File: src/hdl/mdam_defines.vh
`ifndef MDAM_DEFINES_VH
`define MDAM_DEFINES_VH

// Clock and timing
`define MDAM_CLK_HZ          250000000
`define MDAM_SEC_CYCLES      28'd250000000
`define MDAM_AIRFLOW_SEC     8'd40
`define MDAM_THERMO_SEC      8'd10

// Register byte offsets
`define MDAM_CTRL_OFS        12'h000
`define MDAM_THRESH_OFS      12'h004
`define MDAM_SPD_LIMIT_OFS   12'h008
`define MDAM_SPD_TIME_OFS    12'h00c
`define MDAM_STATUS_OFS      12'h010
`define MDAM_IRQ_STAT_OFS    12'h014
`define MDAM_IRQ_CLR_OFS     12'h018
`define MDAM_IRQ_EN_OFS      12'h01c

// Control register fields
`define MDAM_CTRL_AIR_EN     0
`define MDAM_CTRL_THERMO_EN  1
`define MDAM_CTRL_SEL1_LSB   2
`define MDAM_CTRL_SEL2_LSB   4
`define MDAM_CTRL_TYPE1_LSB  8
`define MDAM_CTRL_TYPE2_LSB  12

// Reset values
`define MDAM_CTRL_RST        16'h0000
`define MDAM_THRESH_RST      16'h0000
`define MDAM_SPD_LIMIT_RST   16'h0000
`define MDAM_SPD_TIME_RST    8'h00
`define MDAM_IRQ_EN_RST      5'h00

// Alarm bit positions in the alarm word, and flag bit positions in the status register
`define MDAM_ALM_AIRFLOW     0
`define MDAM_ALM_THERMO      1
`define MDAM_ALM_TEMP        2
`define MDAM_ALM_COMMUT      3
`define MDAM_ALM_SPEED       4
`define MDAM_STAT_ACTIVE     7
`define MDAM_STAT_NO_ALARM   8

// Operating state codes: 0 run, 1 state I, 2 state II, 3..17 = o1..o15
`define MDAM_ST_RUN          5'h00
`define MDAM_ST_II           5'h02
`define MDAM_ST_O6           5'h08

// Selection and sensor type codes
`define MDAM_SEL_THERMO_A    2'h1
`define MDAM_SEL_THERMO_B    2'h3
`define MDAM_TYPE_LINEAR     3'h1
`define MDAM_TYPE_PTC_LO     3'h2
`define MDAM_TYPE_PTC_HI     3'h5

// Thermistor trip temperatures, one per type code 2..5
`define MDAM_PTC_TRIP_2      16'h0064
`define MDAM_PTC_TRIP_3      16'h006e
`define MDAM_PTC_TRIP_4      16'h0078
`define MDAM_PTC_TRIP_5      16'h0082

`endif

File: src/hdl/mdam_monitor.v
`timescale 1ns/100ps
`include "mdam_defines.vh"

module mdam_persist (
    input  wire       clk_i,   // System clock
    input  wire       rstn_i,  // Async reset, active low
    input  wire       tick_i,  // One-second enable pulse
    input  wire       arm_i,   // Condition under watch is present
    input  wire [7:0] limit_i, // Seconds the condition must exceed
    output wire       fire_o   // Condition held longer than limit
);
    // Nine bits leave room for limit+1 even at the largest 8-bit limit
    reg [8:0] count;

    // Saturates one past the limit so "longer than" is exact to a second
    always @(posedge clk_i or negedge rstn_i) begin
        if (!rstn_i) begin
            count <= 9'h000;
        end else if (!arm_i) begin
            count <= 9'h000;
        end else if (tick_i && (count <= {1'b0, limit_i})) begin
            count <= count + 9'h001;
        end
    end

    assign fire_o = arm_i && (count > {1'b0, limit_i});
endmodule // mdam_persist

module mdam_monitor #(
    parameter [27:0] SEC_CYCLES = `MDAM_SEC_CYCLES
) (
    input  wire        clk_i,        // System clock, 250 MHz
    input  wire        rstn_i,       // Async reset, active low
    input  wire        psel_i,       // APB select
    input  wire        penable_i,    // APB enable
    input  wire        pwrite_i,     // APB write
    input  wire [11:0] paddr_i,      // APB byte address
    input  wire [31:0] pwdata_i,     // APB write data
    output reg  [31:0] prdata_o,     // APB read data
    output wire        pready_o,     // APB ready, always high
    output reg         pslverr_o,    // APB error on unmapped address
    input  wire [4:0]  op_state_i,   // Converter operating state code
    input  wire        airflow_i,    // Air-flow sensor, 0 = no flow
    input  wire        thermostat_i, // Motor thermostat, 0 = tripped
    input  wire [1:0]  contact_i,    // Channel thermostat contacts
    input  wire [15:0] temp_ch1_i,   // Channel 1 temperature
    input  wire [15:0] temp_ch2_i,   // Channel 2 temperature
    input  wire [15:0] speed_a_i,    // Speed monitor quantity A, signed
    input  wire [15:0] speed_b_i,    // Speed monitor quantity B, signed
    input  wire        commut_i,     // Commutation failure event
    input  wire        overcur_i,    // Overcurrent event
    output reg  [4:0]  alarm_o,      // Alarm word
    output reg         alarm_active_flag_o, // Any alarm active
    output reg         no_alarm_flag_o,     // No alarm active
    output wire        irq_o         // Level interrupt
);
    reg  [15:0] ctrl;
    reg  [15:0] temp_alarm_threshold;
    reg  [15:0] speed_mon_limit;
    reg  [7:0]  speed_mon_time;
    reg  [4:0]  irq_stat;
    reg  [4:0]  irq_en;
    reg  [4:0]  alarm_prev;
    reg  [27:0] sec_cnt;
    reg         sec_tick;
    reg  [4:0]  next_alarm;
    reg  [16:0] spd_abs;
    reg  [15:0] ptc_trip1;
    reg  [15:0] ptc_trip2;

    wire        airflow_monitor_enable;
    wire        thermostat_monitor_enable;
    wire [1:0]  thermostat_select_ch1;
    wire [1:0]  thermostat_select_ch2;
    wire [2:0]  temp_sensor_type_ch1;
    wire [2:0]  temp_sensor_type_ch2;
    wire        in_run_states;
    wire        below_o6;
    wire        air_fire;
    wire        thermo_fire;
    wire        speed_fire;
    wire [16:0] spd_diff;
    wire        spd_over;
    wire        wr_en;
    wire        rd_en;
    wire [4:0]  irq_clr;

    assign airflow_monitor_enable    = ctrl[`MDAM_CTRL_AIR_EN];
    assign thermostat_monitor_enable = ctrl[`MDAM_CTRL_THERMO_EN];
    assign thermostat_select_ch1 = ctrl[`MDAM_CTRL_SEL1_LSB +: 2];
    assign thermostat_select_ch2 = ctrl[`MDAM_CTRL_SEL2_LSB +: 2];
    assign temp_sensor_type_ch1  = ctrl[`MDAM_CTRL_TYPE1_LSB +: 3];
    assign temp_sensor_type_ch2  = ctrl[`MDAM_CTRL_TYPE2_LSB +: 3];

    assign in_run_states = (op_state_i <= `MDAM_ST_II);
    assign below_o6      = (op_state_i < `MDAM_ST_O6);

    // One-second enable for all persistence timers
    always @(posedge clk_i or negedge rstn_i) begin
        if (!rstn_i) begin
            sec_cnt  <= 28'h0000000;
            sec_tick <= 1'b0;
        end else if (sec_cnt >= SEC_CYCLES - 28'h0000001) begin
            sec_cnt  <= 28'h0000000;
            sec_tick <= 1'b1;
        end else begin
            sec_cnt  <= sec_cnt + 28'h0000001;
            sec_tick <= 1'b0;
        end
    end

    // Timer is held in reset outside the allowed states, so a stale
    // count cannot fire the instant the state becomes eligible again
    mdam_persist u_air (
        .clk_i   (clk_i),
        .rstn_i  (rstn_i),
        .tick_i  (sec_tick),
        .arm_i   (airflow_monitor_enable && !airflow_i && below_o6),
        .limit_i (`MDAM_AIRFLOW_SEC),
        .fire_o  (air_fire)
    );

    mdam_persist u_thermo (
        .clk_i   (clk_i),
        .rstn_i  (rstn_i),
        .tick_i  (sec_tick),
        .arm_i   (thermostat_monitor_enable && !thermostat_i),
        .limit_i (`MDAM_THERMO_SEC),
        .fire_o  (thermo_fire)
    );

    // Magnitude of the difference: a drop below and an overshoot both count
    // The extra sign bit keeps a-b from wrapping at the 16-bit extremes
    assign spd_diff = {speed_a_i[15], speed_a_i}
                    - {speed_b_i[15], speed_b_i};

    always @* begin
        if (spd_diff[16]) begin
            spd_abs = 17'h00000 - spd_diff;
        end else begin
            spd_abs = spd_diff;
        end
    end

    assign spd_over = (spd_abs > {1'b0, speed_mon_limit});

    mdam_persist u_speed (
        .clk_i   (clk_i),
        .rstn_i  (rstn_i),
        .tick_i  (sec_tick),
        .arm_i   (spd_over && in_run_states),
        .limit_i (speed_mon_time),
        .fire_o  (speed_fire)
    );

    // Trip temperature for the thermistor type selected on each channel
    always @* begin
        case (temp_sensor_type_ch1)
            3'h2: ptc_trip1 = `MDAM_PTC_TRIP_2;
            3'h3: ptc_trip1 = `MDAM_PTC_TRIP_3;
            3'h4: ptc_trip1 = `MDAM_PTC_TRIP_4;
            default: ptc_trip1 = `MDAM_PTC_TRIP_5;
        endcase
        case (temp_sensor_type_ch2)
            3'h2: ptc_trip2 = `MDAM_PTC_TRIP_2;
            3'h3: ptc_trip2 = `MDAM_PTC_TRIP_3;
            3'h4: ptc_trip2 = `MDAM_PTC_TRIP_4;
            default: ptc_trip2 = `MDAM_PTC_TRIP_5;
        endcase
    end

    always @* begin
        next_alarm = 5'h00;
        next_alarm[`MDAM_ALM_AIRFLOW] = air_fire;
        next_alarm[`MDAM_ALM_THERMO]  = thermo_fire;
        // Channel thermostat contacts act with no persistence delay
        if ((thermostat_select_ch1 == `MDAM_SEL_THERMO_A ||
             thermostat_select_ch1 == `MDAM_SEL_THERMO_B) && !contact_i[0])
            next_alarm[`MDAM_ALM_TEMP] = 1'b1;
        if ((thermostat_select_ch2 == `MDAM_SEL_THERMO_A ||
             thermostat_select_ch2 == `MDAM_SEL_THERMO_B) && !contact_i[1])
            next_alarm[`MDAM_ALM_TEMP] = 1'b1;
        if (temp_sensor_type_ch1 == `MDAM_TYPE_LINEAR &&
            temp_ch1_i >= temp_alarm_threshold)
            next_alarm[`MDAM_ALM_TEMP] = 1'b1;
        if (temp_sensor_type_ch2 == `MDAM_TYPE_LINEAR &&
            temp_ch2_i >= temp_alarm_threshold)
            next_alarm[`MDAM_ALM_TEMP] = 1'b1;
        if (temp_sensor_type_ch1 >= `MDAM_TYPE_PTC_LO &&
            temp_sensor_type_ch1 <= `MDAM_TYPE_PTC_HI &&
            temp_ch1_i >= ptc_trip1)
            next_alarm[`MDAM_ALM_TEMP] = 1'b1;
        if (temp_sensor_type_ch2 >= `MDAM_TYPE_PTC_LO &&
            temp_sensor_type_ch2 <= `MDAM_TYPE_PTC_HI &&
            temp_ch2_i >= ptc_trip2)
            next_alarm[`MDAM_ALM_TEMP] = 1'b1;
        next_alarm[`MDAM_ALM_COMMUT] = (commut_i || overcur_i)
                                     && in_run_states;
        next_alarm[`MDAM_ALM_SPEED]  = speed_fire;
    end

    // Word and both flags load on the same edge, so a status read never
    // shows a flag that disagrees with the alarm bits
    always @(posedge clk_i or negedge rstn_i) begin
        if (!rstn_i) begin
            alarm_o             <= 5'h00;
            alarm_active_flag_o <= 1'b0;
            no_alarm_flag_o     <= 1'b1;
        end else begin
            alarm_o             <= next_alarm;
            alarm_active_flag_o <= |next_alarm;
            no_alarm_flag_o     <= ~|next_alarm;
        end
    end

    // APB slave: zero wait states
    assign pready_o = 1'b1;
    assign wr_en    = psel_i && penable_i && pwrite_i;
    assign rd_en    = psel_i && penable_i && !pwrite_i;
    assign irq_clr  = (wr_en && paddr_i == `MDAM_IRQ_CLR_OFS)
                    ? pwdata_i[4:0] : 5'h00;

    always @(posedge clk_i or negedge rstn_i) begin
        if (!rstn_i) begin
            ctrl                 <= `MDAM_CTRL_RST;
            temp_alarm_threshold <= `MDAM_THRESH_RST;
            speed_mon_limit      <= `MDAM_SPD_LIMIT_RST;
            speed_mon_time       <= `MDAM_SPD_TIME_RST;
            irq_en               <= `MDAM_IRQ_EN_RST;
        end else if (wr_en) begin
            if (paddr_i == `MDAM_CTRL_OFS) begin
                ctrl <= pwdata_i[15:0];
            end else if (paddr_i == `MDAM_THRESH_OFS) begin
                temp_alarm_threshold <= pwdata_i[15:0];
            end else if (paddr_i == `MDAM_SPD_LIMIT_OFS) begin
                speed_mon_limit <= pwdata_i[15:0];
            end else if (paddr_i == `MDAM_SPD_TIME_OFS) begin
                speed_mon_time <= pwdata_i[7:0];
            end else if (paddr_i == `MDAM_IRQ_EN_OFS) begin
                irq_en <= pwdata_i[4:0];
            end
        end
    end

    // Sticky bits latch alarm onsets; a new onset beats a same-cycle clear
    always @(posedge clk_i or negedge rstn_i) begin
        if (!rstn_i) begin
            alarm_prev <= 5'h00;
            irq_stat   <= 5'h00;
        end else begin
            alarm_prev <= alarm_o;
            irq_stat   <= (irq_stat & ~irq_clr) | (alarm_o & ~alarm_prev);
        end
    end

    // Level output: it stays high until software clears the status bit
    assign irq_o = |(irq_stat & irq_en);

    // Read data is captured in the setup cycle, so the access phase
    // completes at once and pready can stay tied high
    always @(posedge clk_i or negedge rstn_i) begin
        if (!rstn_i) begin
            prdata_o  <= 32'h0000_0000;
            pslverr_o <= 1'b0;
        end else if (psel_i && !penable_i) begin
            prdata_o  <= 32'h0000_0000;
            pslverr_o <= 1'b0;
            if (paddr_i == `MDAM_CTRL_OFS) begin
                prdata_o <= {16'h0000, ctrl};
            end else if (paddr_i == `MDAM_THRESH_OFS) begin
                prdata_o <= {16'h0000, temp_alarm_threshold};
            end else if (paddr_i == `MDAM_SPD_LIMIT_OFS) begin
                prdata_o <= {16'h0000, speed_mon_limit};
            end else if (paddr_i == `MDAM_SPD_TIME_OFS) begin
                prdata_o <= {24'h000000, speed_mon_time};
            end else if (paddr_i == `MDAM_STATUS_OFS) begin
                prdata_o <= {23'h000000, no_alarm_flag_o,
                             alarm_active_flag_o, 2'h0, alarm_o};
            end else if (paddr_i == `MDAM_IRQ_STAT_OFS) begin
                prdata_o <= {27'h0000000, irq_stat};
            end else if (paddr_i == `MDAM_IRQ_CLR_OFS) begin
                prdata_o <= 32'h0000_0000;
            end else if (paddr_i == `MDAM_IRQ_EN_OFS) begin
                prdata_o <= {27'h0000000, irq_en};
            end else begin
                pslverr_o <= 1'b1;
            end
        end else if (!rd_en && !wr_en) begin
            pslverr_o <= 1'b0;
        end
    end
endmodule // mdam_monitor

File: config.mk
export PLATFORM = sky130hd
export DESIGN_NAME = mdam_monitor
export DESIGN_NICKNAME = d
export VERILOG_FILES = /design/src/hdl/mdam_monitor.v
export VERILOG_INCLUDE_DIRS = /design/src /design/src/hdl
export SDC_FILE = /design/constraint.sdc
export NUM_CORES = 1
export LEC_CHECK = 0
export BUFFER_PORTS_ARGS = -buffer_cell sky130_fd_sc_hd__clkbuf_2
export CAP_MARGIN = 0
export CORE_ASPECT_RATIO = 0.75
export CORE_MARGIN = 2
export CORE_UTILIZATION = 63
export CTS_CLUSTER_DIAMETER = 30
export DETAILED_ROUTE_END_ITERATION = 8
export GPL_TIMING_DRIVEN = 0
export HOLD_SLACK_MARGIN = 0.06
export PLACE_DENSITY = 0.87
export SLEW_MARGIN = 15
export SYNTH_ARGS = -nofsm -noshare
export SYNTH_HDL_FRONTEND = slang
export SYNTH_HIERARCHICAL = 1
export SYNTH_SLANG_ARGS = --single-unit
File: constraint.sdc
create_clock -name clk_i -period 6.75 [get_ports clk_i]
set_input_delay 0.3375 -clock clk_i [delete_from_list [all_inputs] [get_ports clk_i]]
set_output_delay 0.3375 -clock clk_i [all_outputs]
set_load 0.01 [all_outputs]
==> flow_summary.json <==
{
  "rsz0062_at_grt": "no",
  "syn_avg_cell_area_sq_um": 9.010,
  "routabilityCongestion": 0.9213,
  "cts.repair.resized": 0,
  "worst_path_largest_cell_delay_ns": 0.71,
  "vias": 9348,
  "hold_violations": 0,
  "antenna_found_initial": 0,
  "cts_tree": "built",
  "synth_top_area_share_pct": 35.31,
  "cp_top_family": "compound AO/OA/AOI/OAI gates",
  "clk_latency_ns": 0.44,
  "seq_area_frac_synth_pct": 35.55,
  "grt_util_all_layers_pct": 30.83,
  "cts_max_path_buffers": 2,
  "outcome": "complete, no violations",
  "dp_cells": 1558,
  "ys_warn_count": 6,
  "cts_buffers": 17,
  "worst_ep_arrival_time_ns": 6.07,
  "hold_depth": 3,
  "drt_iter0_markers": 808,
  "grt_max_degree": 95,
  "hold_ws_ns": 0.1802,
  "grt_pass1_wl_um": 43990,
  "finish.utilization_pct": 73.96,
  "cts_setup_buffers": 0,
  "synth_largest_area_cell": "dfrtp_1",
  "gr-total-overflow": 0,
  "period_share_pct": 84.44,
  "final_area_sq_mm": 0.01233,
  "relSlewSlack_pct": 35.25,
  "total_leakage_power_nw": 6.241,
  "synth_flop_cell": "dfrtp_1",
  "endpoint_kind": "flip-flop",
  "nNetsFinal": 1595,
  "portBuffers": 131,
  "coreArea_sq_mm": 0.01667,
  "drive_gt1_share_pct": 18.82,
  "synth.area.top_cells": "dfrtp_1 35%, ha_1 13%, nand2_1 4.8%, inv_1 3.8%, mux2i_1 3.7%",
  "rows": 41,
  "setup_tns_ns": 0,
  "wl_per_cell_um": 16.62,
  "fp.dieH_um": 116.5,
  "dieArea_sq_mm": 0.01794,
  "cap_viol_max_count": 0,
  "worstSetupPathType": "in -> reg",
  "drt-pass1-iter-count": 5,
  "path_max_fanout": 10,
  "synth_edf_count": 0,
  "fin_cells": 1591,
  "hold_class": "in -> reg",
  "peakVddDrop_mv": 0.2095,
  "vias_per_cell": 5.876,
  "ys_ff_latch": 151,
  "powerDensity_mw_per_mm2": 181.8,
  "remaining_drc_errors": 0,
  "start_util_pct": 63.77,
  "critPathBufInv": 5,
  "ff2ff_path_depth": 14,
  "cts_sinks": 151,
  "setup_viol": 0,
  "required_ns": 7.12,
  "clock.fmax_mhz": 175.4,
  "post_dp_cell_area_sq_mm": 0.01171,
  "grt_pass1_vias": 8998,
  "slowest_stage": "nor4_1",
  "synth.distinct_cells": 82,
  "finClkSkew_ns": 0.009466,
  "antenna_cells": 0,
  "maxSlewViolCount": 0,
  "clk_pin_slew_ns": 0.07,
  "synth_area_sq_mm": 0.01063,
  "ys_top_cells_by_count": "150 x dfrtp_1, 135 x nand2_1, 107 x ha_1, 107 x inv_1, 82 x nor2_1",
  "crit_cells": 26,
  "ys_async_sr_fraction_pct": 100.0,
  "clockRootBuffer": "clkbuf_16",
  "postSynthCellCount": 1180,
  "period_needed_ns": 5.700,
  "totalWireLength_um": 26440,
  "io_pins": 166,
  "die_w_um": 154,
  "worst_pin_slew_ns": 0.9689,
  "dp_hpwl_um": 20170,
  "cts_max_level": 4,
  "area_delta_synth_final_pct": 15.98,
  "postRouteAntennaNets": 0,
  "yosys.cell_count.top_type": "dfrtp_1",
  "cp-start-kind": "primary input"
}
through the flow:
step / total power (W) / setup WS (ns)
after floorplan: 0.001153 / 1.885
after global placement: 0.001257 / 0.7402
after detailed placement: 0.001270 / 0.6231
after CTS: 0.002243 / 1.049
after global routing: 0.002336 / 0.3655
final: 0.002241 / 1.050
layout by cell type (no fill, tap or decap), types with 7 or more instances in the layout:
cell type | synthesis | layout
dfrtp_1 | 150 | 150
nand2_1 | 135 | 135
clkbuf_2 | 0 | 130
inv_1 | 107 | 107
ha_1 | 107 | 107
nor2_1 | 82 | 82
o21ai_0 | 73 | 73
a21oi_1 | 65 | 65
mux2i_1 | 39 | 39
conb_1 | 2 | 33
xor2_1 | 31 | 31
mux2_2 | 31 | 31
nand2b_1 | 30 | 30
nand3_1 | 29 | 29
nand4_1 | 24 | 24
a21o_1 | 23 | 23
and3_1 | 21 | 21
buf_4 | 19 | 19
clkbuf_1 | 19 | 19
xnor2_1 | 17 | 17
clkbuf_16 | 0 | 17
o21ai_1 | 13 | 13
nor3_1 | 12 | 12
nor4_1 | 9 | 9
o21a_1 | 9 | 9
nor2b_1 | 8 | 8
a22oi_1 | 8 | 8
o2111ai_1 | 7 | 7
power by group:
part	internal [W]	switching, W	leakage [nW]
clock	0.000561	0.000422	0.301
combinational	0.000139	0.000210	4.05
sequential	0.000908	0.00000270	1.89
total	0.00161	0.000634	6.24
state kept, by name, summed over array words and instances, names as in the netlist, 8 cells and up:
signal / flops
sec_cnt: 28
ctrl: 16
prdata_o: 16
speed_mon_limit: 16
temp_alarm_threshold: 16
u_air/count: 9
u_speed/count: 9
u_thermo/count: 9
speed_mon_time: 8
layout make-up:
cell class | count | area, sq um
timing repair buffer | 133 | 701.9
clock buffer | 17 | 425.4
sequential | 151 | 3780
tap | 215 | 269.0
multi-input combinational | 906 | 6299
buffer | 47 | 269.0
clock inverter | 15 | 185.2
inverter | 107 | 401.6
fill | 1197 | 4342
layer usage:
metal	vias to the layer above	global-route usage, %	share of wire [%]
met2	396	50.85	46
met5	-	0	0
met3	50	5.158	6.7
li1	4477	-	-
met1	4425	42.38	45
met4	0	9.595	1.9
final timing paths:
kind / from / end / slack, ns
setup / recovery: speed_a_i[0] / no_alarm_flag_o / 1.05
hold / removal: pwdata_i[15] / temp_alarm_threshold[15] / 0.18
setup reg to reg: speed_mon_limit[8] / no_alarm_flag_o / 3.18
hold reg to reg: alarm_prev[4] / irq_stat[4] / 0.41
max in group asynchronous: rstn_i / sec_cnt[4] / 5.43
min in group asynchronous: rstn_i / temp_alarm_threshold[12] / 0.46
worst reg2reg max path, stage by stage, from the launching register on:
cell and delay, ns:
dfrtp_1 0.37, inv_1 0.08, ha_1 0.31, a21oi_1 0.15, nor4_1 0.07, a2111oi_0 0.33, o21ai_0 0.14, a21o_1 0.17
o2111ai_1 0.10, o31ai_2 0.09, clkbuf_1 0.22, clkbuf_1 0.26, and3_2 0.25, nor4_1 0.71, and3_1 0.25
what timing repair did:
action / 4_1_cts / 5_1_grt
hold buffers: 1 / 0
endpoints found under the setup margin: 0 / 0
endpoints found under the hold margin: 56 / 0
cells by family after synthesis:
group,share of synthesized area [%]
other,0.07064
DFF,35.55
xor gates and xnor gates,3.954
muxes,6.955
adders and majority gates,12.78
buffers and inverters,6.308
AOI/OAI and AO/OA,16.55
and+or+nand+nor,17.83
Note: power is estimated with default switching activity, not from simulation.
